### config.mk
export PLATFORM = sky130hd
export DESIGN_NAME = cme_exec
export DESIGN_NICKNAME = d
export VERILOG_FILES = /design/src/logic/cme_pkg.sv /design/src/logic/cme_div_step.sv /design/src/logic/cme_exec.sv
export SDC_FILE = /design/constraint.sdc
export NUM_CORES = 2
export LEC_CHECK = 0
export ABC_AREA = 1
export BUFFER_PORTS_ARGS = -buffer_cell sky130_fd_sc_hd__buf_2
export CELL_PAD_IN_SITES_DETAIL_PLACEMENT = 2
export CELL_PAD_IN_SITES_GLOBAL_PLACEMENT = 2
export CORE_ASPECT_RATIO = 1.2
export CORE_UTILIZATION = 35
export DETAILED_ROUTE_END_ITERATION = 7
export MAX_ROUTING_LAYER = met4
export PLACE_DENSITY = 0.83
export SETUP_SLACK_MARGIN = 0.15
export SYNTH_ARGS = -nofsm -noshare
export SYNTH_HDL_FRONTEND = slang
export SYNTH_SLANG_ARGS = --single-unit
### constraint.sdc
create_clock -name ref_clk -period 9.5 [get_ports ref_clk]
set_clock_uncertainty 0.15 [all_clocks]
set_input_delay 1.9 -clock ref_clk [delete_from_list [all_inputs] [get_ports ref_clk]]
set_output_delay 1.9 -clock ref_clk [all_outputs]
set_load 0.01 [all_outputs]
### src/logic/cme_pkg.sv
// shared constants and types of the move/math/logic execution datapath
package cme_pkg;
	localparam int         WORD_W        = 16;
	localparam int         INSTR_W       = 24;
	localparam logic [4:0] DIV_LAST      = 5'h11;
	localparam logic [4:0] DIV_STEP_LAST = 5'h10;
	localparam logic [4:0] DIV_CNT_RST   = 5'h00;
	localparam logic [2:0] CYC_ONE       = 3'h1;
	localparam logic [2:0] CYC_TWO       = 3'h2;
	localparam logic [2:0] CYC_THREE     = 3'h3;
	localparam logic [2:0] CYC_NONE      = 3'h0;
	localparam logic [1:0] WORDS_ONE     = 2'h1;
	localparam logic [1:0] WORDS_TWO     = 2'h2;
	localparam logic [15:0] FILL_ZERO    = 16'h0000;
	localparam logic [15:0] FILL_ONES    = 16'hffff;
	localparam logic [8:0] BCD_ADJ_LO    = 9'h006;
	localparam logic [8:0] BCD_ADJ_HI    = 9'h060;
	localparam logic [3:0] BCD_LIMIT     = 4'h9;
	localparam logic       CARRY_RST     = 1'b0;
	localparam logic       DC_RST        = 1'b0;
	localparam logic [3:0] DEST_NONE     = 4'h0;
	localparam logic [3:0] DEST_WD       = 4'h1;
	localparam logic [3:0] DEST_DEFW     = 4'h2;
	localparam logic [3:0] DEST_FILE     = 4'h3;
	localparam logic [3:0] DEST_PAIR     = 4'h4;
	localparam logic [3:0] DEST_TRADE    = 4'h5;
	localparam logic [3:0] DEST_DIV      = 4'h6;
	localparam logic [3:0] DEST_MEM      = 4'h7;
	localparam logic [3:0] DEST_W32      = 4'h8;

	typedef enum logic [5:0] {
		OP_IDLE, OP_XFER, OP_XFER_LIT8, OP_XFER_LIT16, OP_XFER_LOAD, OP_XFER_STORE,
		OP_XFER_DBL, OP_TRADE, OP_BYTE_SWAP, OP_TBL_RD_HI, OP_TBL_RD_LO,
		OP_TBL_WR_HI, OP_TBL_WR_LO, OP_SUM, OP_SUM_C, OP_DIFF, OP_DIFF_B,
		OP_BDIFF, OP_BDIFF_B, OP_PLUS1, OP_PLUS2, OP_MINUS1, OP_MINUS2, OP_BCD,
		OP_QUO_S, OP_QUO_SL, OP_QUO_U, OP_QUO_UL, OP_QUO_F, OP_PROD_SS,
		OP_PROD_SU, OP_PROD_US, OP_PROD_UU, OP_SEXT, OP_UEXT, OP_AND, OP_OR,
		OP_XOR, OP_ZFILL, OP_OFILL, OP_INV, OP_NEGATE, OP_HW_LOOP, OP_CALL,
		OP_JUMP, OP_DBL_PULL, OP_DBL_PLACE, OP_RET, OP_RET_INT, OP_RET_LIT, OP_SKIP
	} cme_op_e;

	typedef enum logic [1:0] {FORM_FILE, FORM_LIT10, FORM_LIT5, FORM_REGS} cme_form_e;
endpackage

### src/logic/cme_div_step.sv
// one restoring division iteration: shift in one dividend bit, try the subtract
`timescale 1ns/1ns
module cme_div_step #(
	parameter int W = 16
) (
	// partial state in
	input  wire logic [W-1:0] rem_in,
	input  wire logic [W-1:0] quo_in,
	input  wire logic [W-1:0] dvs,
	// partial state out
	output logic      [W-1:0] rem_out,
	output logic      [W-1:0] quo_out
);
	logic [W:0] trial;
	logic [W:0] diff;
	logic       fits;

	assign trial   = {rem_in, quo_in[W-1]};
	assign diff    = trial - {1'b0, dvs};
	assign fits    = trial >= {1'b0, dvs};
	assign rem_out = fits ? diff[W-1:0] : trial[W-1:0];
	assign quo_out = {quo_in[W-2:0], fits};
endmodule

### src/logic/cme_exec.sv
// execution datapath and cycle timing for move, math and logic instructions
`timescale 1ns/1ns
////////////////////////////////////////////////////////////////////////////////
module cme_exec (
	// clock, reset and enable
	input  wire logic         ref_clk,
	input  wire logic         rst,
	input  wire logic         ce,
	// instruction issue
	input  wire logic         op_valid,
	input  cme_pkg::cme_op_e  op_code,
	input  cme_pkg::cme_form_e op_form,
	input  wire logic         byte_mode,
	input  wire logic         to_defw,
	output logic              op_ready,
	// flow context
	input  wire logic         pc_change,
	input  wire logic         skip_taken,
	input  wire logic         skip_two_word,
	input  wire logic         exc_pending,
	input  wire logic         win_access,
	input  wire logic         win_two_wait,
	input  wire logic         repeat_later,
	// operands
	input  wire logic [15:0]  base_val,
	input  wire logic [15:0]  src_val,
	input  wire logic [15:0]  src_hi,
	input  wire logic [15:0]  defw_val,
	input  wire logic [15:0]  lit_val,
	input  wire logic [15:0]  mem_rdata,
	input  wire logic [23:0]  prog_word,
	// results
	output logic              result_valid,
	output logic [15:0]       result_lo,
	output logic [15:0]       result_hi,
	output logic [3:0]        result_dest,
	output logic [15:0]       eff_addr,
	output logic [15:0]       tbl_wdata,
	output logic              tbl_wr_hi,
	output logic              tbl_wr_lo,
	// status and timing
	output logic              carry_flag,
	output logic [2:0]        instr_cycles,
	output logic [1:0]        instr_words,
	output logic              exec_nop,
	output logic              div_busy
);
	typedef enum logic {ST_RUN, ST_HOLD} cme_state_e;

	cme_state_e   state_r;
	logic [2:0]   left_r, nop_cnt_r, cyc_n, nop_n;
	logic [1:0]   words_n;
	logic         take, is_div, bwd;
	logic         carry_r, dc_r, c_wr, c_nxt, dc_nxt, has_res;
	logic [15:0]  b_opnd, uni, ta, tb, add_a, add_b, sum_res, res_lo, res_hi;
	logic         add_ci, sum_c;
	logic [16:0]  sum17;
	logic [8:0]   sum9, bcd1, bcd2;
	logic [4:0]   nib5;
	logic         bcd_hi_sel;
	logic         pa_s, pb_s;
	logic signed [33:0] prod;
	logic [3:0]   dest_f, dest_nxt;
	logic [4:0]   div_cnt_r;
	logic [15:0]  rem_r, quo_r, dvs_r, rem_s, quo_s, q_fin, r_fin;
	logic         qneg_r, rneg_r, d_sgn, n_minus, d_minus;
	logic [31:0]  dvd32, dmag32;
	logic [15:0]  dmag16;
	logic [15:0]  result_lo_r, result_hi_r, tbl_wdata_r;
	logic [3:0]   result_dest_r;
	logic         result_valid_r, tbl_wr_hi_r, tbl_wr_lo_r;
	logic [2:0]   instr_cycles_r;
	logic [1:0]   instr_words_r;

	assign op_ready = state_r == ST_RUN;
	assign take     = op_valid && op_ready && ce;
	assign is_div   = op_code inside {cme_pkg::OP_QUO_S, cme_pkg::OP_QUO_SL,
		cme_pkg::OP_QUO_U, cme_pkg::OP_QUO_UL, cme_pkg::OP_QUO_F};
	assign bwd      = op_code inside {cme_pkg::OP_BDIFF, cme_pkg::OP_BDIFF_B};

	////////////////////////////////////////////////////////////////////////////
	// operand selection
	always_comb begin
		unique case (op_form)
			cme_pkg::FORM_FILE:  b_opnd = defw_val;
			cme_pkg::FORM_LIT10: b_opnd = {6'h00, lit_val[9:0]};
			cme_pkg::FORM_LIT5:  b_opnd = {11'h000, lit_val[4:0]};
			cme_pkg::FORM_REGS:  b_opnd = src_val;
		endcase
	end
	assign uni    = (op_form == cme_pkg::FORM_FILE) ? base_val : src_val;
	assign ta     = bwd ? b_opnd : base_val;
	assign tb     = bwd ? base_val : b_opnd;
	assign dest_f = (op_form != cme_pkg::FORM_FILE) ? cme_pkg::DEST_WD :
		to_defw ? cme_pkg::DEST_DEFW : cme_pkg::DEST_FILE;

	////////////////////////////////////////////////////////////////////////////
	// shared adder
	always_comb begin
		add_a  = ta;
		add_b  = tb;
		add_ci = 1'b0;
		unique case (op_code)
			cme_pkg::OP_SUM_C: add_ci = carry_r;
			cme_pkg::OP_DIFF, cme_pkg::OP_BDIFF: begin
				add_b  = ~tb;
				add_ci = 1'b1;
			end
			cme_pkg::OP_DIFF_B, cme_pkg::OP_BDIFF_B: begin
				add_b  = ~tb;
				add_ci = carry_r;
			end
			cme_pkg::OP_PLUS1, cme_pkg::OP_PLUS2: begin
				add_a = uni;
				add_b = (op_code == cme_pkg::OP_PLUS2) ? 16'h0002 : 16'h0001;
			end
			cme_pkg::OP_MINUS1, cme_pkg::OP_MINUS2: begin
				add_a  = uni;
				add_b  = (op_code == cme_pkg::OP_MINUS2) ? 16'hfffd : 16'hfffe;
				add_ci = 1'b1;
			end
			cme_pkg::OP_NEGATE: begin
				add_a  = ~uni;
				add_b  = cme_pkg::FILL_ZERO;
				add_ci = 1'b1;
			end
			default: add_ci = 1'b0;
		endcase
	end
	assign sum17   = {1'b0, add_a} + {1'b0, add_b} + {16'h0000, add_ci};
	assign sum9    = {1'b0, add_a[7:0]} + {1'b0, add_b[7:0]} + {8'h00, add_ci};
	assign nib5    = {1'b0, add_a[3:0]} + {1'b0, add_b[3:0]} + {4'h0, add_ci};
	// byte results leave the upper lane zero; the writer merges the lane
	assign sum_res = byte_mode ? {8'h00, sum9[7:0]} : sum17[15:0];
	assign sum_c   = byte_mode ? sum9[8] : sum17[16];

	// decimal adjust of the low byte
	assign bcd1 = {1'b0, uni[7:0]} +
		((uni[3:0] > cme_pkg::BCD_LIMIT || dc_r) ? cme_pkg::BCD_ADJ_LO : 9'h000);
	assign bcd_hi_sel = bcd1[7:4] > cme_pkg::BCD_LIMIT || carry_r || bcd1[8];
	assign bcd2 = {1'b0, bcd1[7:0]} + (bcd_hi_sel ? cme_pkg::BCD_ADJ_HI : 9'h000);

	// product operands widened by one sign bit each
	assign pa_s = op_code inside {cme_pkg::OP_PROD_SS, cme_pkg::OP_PROD_SU};
	assign pb_s = op_code inside {cme_pkg::OP_PROD_SS, cme_pkg::OP_PROD_US};
	assign prod = $signed({pa_s & base_val[15], base_val}) *
		$signed({pb_s & b_opnd[15], b_opnd});

	////////////////////////////////////////////////////////////////////////////
	// result selection
	always_comb begin
		res_lo   = cme_pkg::FILL_ZERO;
		res_hi   = cme_pkg::FILL_ZERO;
		dest_nxt = dest_f;
		c_wr     = 1'b0;
		c_nxt    = sum_c;
		dc_nxt   = nib5[4];
		has_res  = 1'b1;
		unique case (op_code)
			cme_pkg::OP_XFER: res_lo = uni;
			cme_pkg::OP_XFER_LIT8: res_lo = {8'h00, lit_val[7:0]};
			cme_pkg::OP_XFER_LIT16: res_lo = lit_val;
			cme_pkg::OP_XFER_LOAD: res_lo = mem_rdata;
			cme_pkg::OP_XFER_STORE: begin
				res_lo   = src_val;
				dest_nxt = cme_pkg::DEST_MEM;
			end
			cme_pkg::OP_XFER_DBL: begin
				res_lo   = src_val;
				res_hi   = src_hi;
				dest_nxt = cme_pkg::DEST_PAIR;
			end
			cme_pkg::OP_TRADE: begin
				res_lo   = src_val;
				res_hi   = base_val;
				dest_nxt = cme_pkg::DEST_TRADE;
			end
			cme_pkg::OP_BYTE_SWAP: res_lo = byte_mode ? {8'h00, uni[3:0], uni[7:4]} :
				{uni[7:0], uni[15:8]};
			cme_pkg::OP_TBL_RD_HI: res_lo = {8'h00, prog_word[23:16]};
			cme_pkg::OP_TBL_RD_LO: res_lo = prog_word[15:0];
			cme_pkg::OP_TBL_WR_HI, cme_pkg::OP_TBL_WR_LO: begin
				dest_nxt = cme_pkg::DEST_NONE;
				has_res  = 1'b0;
			end
			cme_pkg::OP_SUM, cme_pkg::OP_SUM_C, cme_pkg::OP_DIFF, cme_pkg::OP_DIFF_B,
			cme_pkg::OP_BDIFF, cme_pkg::OP_BDIFF_B, cme_pkg::OP_PLUS1, cme_pkg::OP_PLUS2,
			cme_pkg::OP_MINUS1, cme_pkg::OP_MINUS2, cme_pkg::OP_NEGATE: begin
				res_lo = sum_res;
				c_wr   = 1'b1;
			end
			cme_pkg::OP_BCD: begin
				res_lo = {8'h00, bcd2[7:0]};
				c_wr   = 1'b1;
				c_nxt  = bcd_hi_sel;
				dc_nxt = dc_r;
			end
			cme_pkg::OP_QUO_S, cme_pkg::OP_QUO_SL, cme_pkg::OP_QUO_U, cme_pkg::OP_QUO_UL,
			cme_pkg::OP_QUO_F: begin
				res_lo   = q_fin;
				res_hi   = r_fin;
				dest_nxt = cme_pkg::DEST_DIV;
				has_res  = div_cnt_r == cme_pkg::DIV_LAST;
			end
			cme_pkg::OP_PROD_SS, cme_pkg::OP_PROD_SU, cme_pkg::OP_PROD_US,
			cme_pkg::OP_PROD_UU: begin
				res_lo   = prod[15:0];
				res_hi   = prod[31:16];
				dest_nxt = (op_form == cme_pkg::FORM_FILE) ? cme_pkg::DEST_W32 :
					cme_pkg::DEST_PAIR;
			end
			cme_pkg::OP_SEXT: res_lo = {{8{uni[7]}}, uni[7:0]};
			cme_pkg::OP_UEXT: res_lo = {8'h00, uni[7:0]};
			cme_pkg::OP_AND: res_lo = ta & tb;
			cme_pkg::OP_OR: res_lo = ta | tb;
			cme_pkg::OP_XOR: res_lo = ta ^ tb;
			cme_pkg::OP_ZFILL: res_lo = cme_pkg::FILL_ZERO;
			cme_pkg::OP_OFILL: res_lo = cme_pkg::FILL_ONES;
			cme_pkg::OP_INV: res_lo = ~uni;
			cme_pkg::OP_RET_LIT: begin
				res_lo   = lit_val;
				dest_nxt = cme_pkg::DEST_WD;
			end
			default: begin
				dest_nxt = cme_pkg::DEST_NONE;
				has_res  = 1'b0;
			end
		endcase
		if (byte_mode && op_code inside {cme_pkg::OP_AND, cme_pkg::OP_OR,
			cme_pkg::OP_XOR, cme_pkg::OP_INV, cme_pkg::OP_XFER}) begin
			res_lo = {8'h00, res_lo[7:0]};
		end
	end

	// flags
	always_ff @(posedge ref_clk) begin
		if (rst) begin
			carry_r <= cme_pkg::CARRY_RST;
			dc_r    <= cme_pkg::DC_RST;
		end else if (take && c_wr) begin
			carry_r <= c_nxt;
			dc_r    <= dc_nxt;
		end
	end
	assign carry_flag = carry_r;

	////////////////////////////////////////////////////////////////////////////
	// divide sequencer: pass 0 loads magnitudes, 1..16 step, 17 signs the result
	always_comb begin
		d_sgn = op_code inside {cme_pkg::OP_QUO_S, cme_pkg::OP_QUO_SL, cme_pkg::OP_QUO_F};
		unique case (op_code)
			cme_pkg::OP_QUO_SL, cme_pkg::OP_QUO_UL: dvd32 = {src_hi, base_val};
			cme_pkg::OP_QUO_F: dvd32 = {base_val[15], base_val, 15'h0000};
			cme_pkg::OP_QUO_S: dvd32 = {{16{base_val[15]}}, base_val};
			default: dvd32 = {16'h0000, base_val};
		endcase
		n_minus = d_sgn && dvd32[31];
		d_minus = d_sgn && src_val[15];
		dmag32  = n_minus ? (~dvd32 + 32'h0000_0001) : dvd32;
		dmag16  = d_minus ? (~src_val + 16'h0001) : src_val;
	end
	assign q_fin = qneg_r ? (~quo_r + 16'h0001) : quo_r;
	assign r_fin = rneg_r ? (~rem_r + 16'h0001) : rem_r;

	cme_div_step #(
		.W       (16)
	) u_step (
		.rem_in  (rem_r),
		.quo_in  (quo_r),
		.dvs     (dvs_r),
		.rem_out (rem_s),
		.quo_out (quo_s)
	);

	always_ff @(posedge ref_clk) begin
		if (rst) begin
			div_cnt_r <= cme_pkg::DIV_CNT_RST;
		end else if (take) begin
			// an interrupted divide sequence restarts from the load pass
			if (!is_div || div_cnt_r == cme_pkg::DIV_LAST) begin
				div_cnt_r <= cme_pkg::DIV_CNT_RST;
			end else begin
				div_cnt_r <= div_cnt_r + 5'h01;
			end
		end
	end

	always_ff @(posedge ref_clk) begin
		if (rst) begin
			rem_r  <= cme_pkg::FILL_ZERO;
			quo_r  <= cme_pkg::FILL_ZERO;
			dvs_r  <= cme_pkg::FILL_ZERO;
			qneg_r <= 1'b0;
			rneg_r <= 1'b0;
		end else if (take && is_div) begin
			if (div_cnt_r == cme_pkg::DIV_CNT_RST) begin
				rem_r  <= dmag32[31:16];
				quo_r  <= dmag32[15:0];
				dvs_r  <= dmag16;
				qneg_r <= n_minus ^ d_minus;
				rneg_r <= n_minus;
			end else if (div_cnt_r <= cme_pkg::DIV_STEP_LAST) begin
				rem_r <= rem_s;
				quo_r <= quo_s;
			end
		end
	end
	assign div_busy = div_cnt_r != cme_pkg::DIV_CNT_RST;

	////////////////////////////////////////////////////////////////////////////
	// cycle and word counts
	always_comb begin
		cyc_n   = cme_pkg::CYC_ONE;
		nop_n   = cme_pkg::CYC_NONE;
		words_n = cme_pkg::WORDS_ONE;
		unique case (op_code)
			cme_pkg::OP_XFER_DBL, cme_pkg::OP_TBL_RD_HI, cme_pkg::OP_TBL_RD_LO,
			cme_pkg::OP_TBL_WR_HI, cme_pkg::OP_TBL_WR_LO, cme_pkg::OP_DBL_PULL,
			cme_pkg::OP_DBL_PLACE: cyc_n = cme_pkg::CYC_TWO;
			cme_pkg::OP_HW_LOOP: begin
				cyc_n   = cme_pkg::CYC_TWO;
				words_n = cme_pkg::WORDS_TWO;
			end
			cme_pkg::OP_CALL, cme_pkg::OP_JUMP: begin
				cyc_n   = cme_pkg::CYC_TWO;
				nop_n   = cme_pkg::CYC_ONE;
				words_n = cme_pkg::WORDS_TWO;
			end
			cme_pkg::OP_RET, cme_pkg::OP_RET_INT, cme_pkg::OP_RET_LIT: begin
				cyc_n = exc_pending ? cme_pkg::CYC_TWO : cme_pkg::CYC_THREE;
				nop_n = exc_pending ? cme_pkg::CYC_ONE : cme_pkg::CYC_TWO;
			end
			cme_pkg::OP_SKIP: begin
				if (skip_taken) begin
					cyc_n = skip_two_word ? cme_pkg::CYC_THREE : cme_pkg::CYC_TWO;
					nop_n = skip_two_word ? cme_pkg::CYC_TWO : cme_pkg::CYC_ONE;
				end
			end
			default: begin
				if (pc_change) begin
					cyc_n = cme_pkg::CYC_TWO;
					nop_n = cme_pkg::CYC_ONE;
				end
			end
		endcase
		// window wait stalls come before any trailing no-operation cycles
		if (win_access && !repeat_later) begin
			cyc_n = cyc_n + (win_two_wait ? cme_pkg::CYC_TWO : cme_pkg::CYC_ONE);
		end
	end

	always_ff @(posedge ref_clk) begin
		if (rst) begin
			state_r   <= ST_RUN;
			left_r    <= cme_pkg::CYC_NONE;
			nop_cnt_r <= cme_pkg::CYC_NONE;
		end else if (ce) begin
			unique case (state_r)
				ST_RUN: begin
					if (op_valid && cyc_n > cme_pkg::CYC_ONE) begin
						state_r   <= ST_HOLD;
						left_r    <= cyc_n - cme_pkg::CYC_ONE;
						nop_cnt_r <= nop_n;
					end
				end
				ST_HOLD: begin
					left_r <= left_r - cme_pkg::CYC_ONE;
					if (left_r == cme_pkg::CYC_ONE) begin
						state_r <= ST_RUN;
					end
				end
			endcase
		end
	end
	assign exec_nop = state_r == ST_HOLD && left_r <= nop_cnt_r;

	////////////////////////////////////////////////////////////////////////////
	// registered outputs
	always_ff @(posedge ref_clk) begin
		if (rst) begin
			result_valid_r <= 1'b0;
			result_lo_r    <= cme_pkg::FILL_ZERO;
			result_hi_r    <= cme_pkg::FILL_ZERO;
			result_dest_r  <= cme_pkg::DEST_NONE;
			tbl_wdata_r    <= cme_pkg::FILL_ZERO;
			tbl_wr_hi_r    <= 1'b0;
			tbl_wr_lo_r    <= 1'b0;
			instr_cycles_r <= cme_pkg::CYC_NONE;
			instr_words_r  <= cme_pkg::WORDS_ONE;
		end else if (ce) begin
			result_valid_r <= take && has_res;
			tbl_wr_hi_r    <= take && op_code == cme_pkg::OP_TBL_WR_HI;
			tbl_wr_lo_r    <= take && op_code == cme_pkg::OP_TBL_WR_LO;
			if (take) begin
				result_lo_r    <= res_lo;
				result_hi_r    <= res_hi;
				result_dest_r  <= dest_nxt;
				tbl_wdata_r    <= src_val;
				instr_cycles_r <= cyc_n;
				instr_words_r  <= words_n;
			end
		end
	end
	assign result_valid = result_valid_r;
	assign result_lo    = result_lo_r;
	assign result_hi    = result_hi_r;
	assign result_dest  = result_dest_r;
	assign tbl_wdata    = tbl_wdata_r;
	assign tbl_wr_hi    = tbl_wr_hi_r;
	assign tbl_wr_lo    = tbl_wr_lo_r;
	assign instr_cycles = instr_cycles_r;
	assign instr_words  = instr_words_r;
	// address for indirect transfers is combinational so memory answers in-cycle
	assign eff_addr = base_val + {{6{lit_val[9]}}, lit_val[9:0]};
endmodule

==> flow_summary.ini <==
[run_status]
outcome = complete, but fails checks
violations = DRC

[drt]
initialDrtViolationCount = 2115
num_vias = 29370
viasPerCell = 5.875
postRouteAntennaNets = 0
wl_per_cell_um = 30.24
top_layer = met4
routedLengthMet1_mm = 56.12
dr_wl_met2_mm = 70.98
met3_length_mm = 8.982
wl_mm = 151.2
drt-pass1-iter-count = 8
drc_errors = 27

[yosys]
postSynth.asyncResetShare_pct = 0
synth.avg_cell_area_sq_um = 6.579
synth.yosys.warnings = 0
synth_cell_type_count = 59
synthesis.instances = 3852
syn-num-nets = 4472
ys_seq_elements = 123
syn_area_sq_mm = 0.02534
synth-edff-count = 0
synthFlopType = dfxtp_1
yosysSeqAreaShare_pct = 9.717

[clocking]
clk_pin_slew_ps = 80
postCtsSetupRepairBufs = 0
cts_hold_buf = 0
clkLatencyLatePin_ps = 480
tritoncts = yes
max-clock-path-buffers = 2
cts_root_buffer = clkbuf_16
cts-resized-gates = 0
htreeDepth = 4
cts-buffers-inserted = 17
clkSinkCount = 123

[floorplanning]
start_util_pct = 35.51
die-area_sq_mm = 0.07349
die_x_um = 247.6
core_sq_mm = 0.07136
pin_count = 221
dieHeight_um = 296.8
num_rows = 107

[global_route]
antenna_found_initial = 7
grt_pass1_vias = 31850
gr-total-overflow = 0
grt.total_usage_pct = 42.37
grt_max_degree = 53
grt_pass1_wl_mm = 216.1

[setup_path]
reg2reg_slack_ps = 5680
critPathCaptureType = flop
path_max_fanout = 8
max_stage_delay_ps = 510
critPathSlowestCell = fa_1
criticalPathCategory = input pin to flop
crit_arrival_ps = 9280
critical_path_required_ps = 9700
cp-start-kind = input pin
crit_top_cell = fa_1

[timing]
setup_ws_ps = 416.6
hold_slack_ps = 318.2
period_share_pct = 95.61
fmax_mhz = 110.1
hold_viol = 0
drv_slew = 0
rsz0062_at_grt = no
setup_violations = 0
tightestPinTransition_ps = 1241
timing.final.crit_period_ps = 9083
max_slew_margin_pct = 16.94

[layout]
fin_cells = 4999
final_layout_size_suffix_gt1_share_pct = 11.23
design_area_sq_mm = 0.02841
finalNetCount = 4676
syn_to_final_growth_pct = 12.13
final_core_util_pct = 39.82

[run]
cap_violations = 0

[placed_design]
place_inst = 4963
dp_hpwl_mm = 124.8
gp_congestion = 1.122
io_buffers = 220
place_area_sq_mm = 0.02782
dpl_worst_slack_ps = -242.8

[power]
leakage_nw = 14.41
power_density_mw_per_mm2 = 255.4
vdd_drop_max_mv = 0.2732

[hold_path]
min_path_type = flop to flop
## per-layer routing
layer,vias to the layer above,global-route usage (%)
li1,12640,-
met1,14940,45.83
met2,1233,68.31
met3,562,6.370
met4,0,34.68
met5,-,-
## synthesized netlist by cell type (all sizes together) (2+ instances only)
| library cell | instances | area [sq um] |
|---|---|---|
| nand3b | 18 | 135.1 |
| inv | 681 | 2556 |
| dfxtp | 123 | 2462 |
| nor3 | 37 | 185.2 |
| o21ai | 255 | 1306 |
| o21a | 10 | 75.07 |
| nand3 | 220 | 1129 |
| a22oi | 6 | 58.81 |
| nand4 | 61 | 381.6 |
| a21boi | 4 | 30.03 |
| xnor2 | 21 | 183.9 |
| nand2 | 880 | 3342 |
| ha | 190 | 2377 |
| a31oi | 9 | 56.30 |
| o41ai | 2 | 17.52 |
| a22o | 5 | 43.79 |
| a211oi | 12 | 90.09 |
| clkbuf | 96 | 360.4 |
| clkinv | 17 | 65.06 |
| nor2 | 413 | 1644 |
| o2111ai | 5 | 43.79 |
| o22ai | 16 | 100.1 |
| o21bai | 7 | 52.55 |
| o211ai | 29 | 217.7 |
| o211a | 5 | 50.05 |
| a221oi | 14 | 135.1 |
| a21o | 11 | 82.58 |
| a21oi | 279 | 1404 |
| xor2 | 36 | 315.3 |
| fa | 289 | 5786 |
| o31ai | 5 | 37.54 |
| nor4 | 4 | 25.02 |
| buf | 43 | 226.5 |
| or2 | 27 | 168.9 |
| o221ai | 16 | 140.1 |
## worst max-delay path, delay by kind of cell
family                   cells  cell delay, ps
adder cells (fa/ha/maj)      7            3200
AND/OR/NAND/NOR              9            1990
AO/OA/AOI/OAI                5            1120
buffers and inverters        9            1060
## state kept, by name (all words and copies together) (netlist names), 2 cells and up
register	count
dvs_r	16
quo_r	16
rem_r	16
result_hi	16
result_lo	16
tbl_wdata	16
div_cnt_r	5
result_dest	4
instr_cycles	3
left_r	3
instr_words	2
nop_cnt_r	2
## per-stage QoR
stage	setup TNS (ps)	power, mW
after floorplan	0	3.912
after global placement	0	6.104
after detailed placement	-698.8	6.421
after CTS	0	7.113
after global routing	0	7.651
final	0	7.258
## cells by family (layout without fill, tap and decap cells)
family          Yosys count  count (layout)  share of synthesized area [%]
buf+inv                 837            1053                          12.66
compound gates          694             694                          15.70
simple gates           1662            1662                          27.74
xor+xnor                 57              57                          1.970
other cells               0               5                              0
fa+ha+maj               479             479                          32.21
flops                   123             123                          9.717
## path summary, 6_finish.rpt
check / end / start / cells past startpoint
worst max-delay path: result_hi[7] / op_code[5] / 30
worst min register to register: result_dest[3] / result_dest[3] / 2
worst min-delay path: result_dest[3] / result_dest[3] / 2
worst max register to register: result_lo[5] / dc_r / 19
## power breakdown
part,internal (mW),switching (mW)
logic,1.85,4.19
clock network,0.365,0.295
registers,0.538,0.0174
## cell usage in the layout (no fill, tap or decap), drive strengths merged, types with 14 or more instances in the layout
master and n:
a21oi 279, a221oi 14, buf 324, clkbuf 18
clkinv 21, dfxtp 123, fa 289, ha 190
inv 684, nand2 880, nand3 220, nand3b 18
nand4 61, nor2 413, nor3 37, o211ai 29
o21ai 255, o221ai 16, o22ai 16, or2 27
xnor2 21, xor2 36
## layout make-up
type / instances / area [sq um]
Antenna cell: 5 / 12.51
Inverter: 698 / 2629
Multi-Input combinational cell: 2892 / 19710
Fill cell: 8910 / 42940
Sequential cell: 123 / 2462
Timing Repair Buffer: 324 / 1882
Clock buffer: 18 / 439.2
Clock inverter: 13 / 120.1
Tap cell: 926 / 1159
No activity file was read; power rests on OpenSTA's default activity.
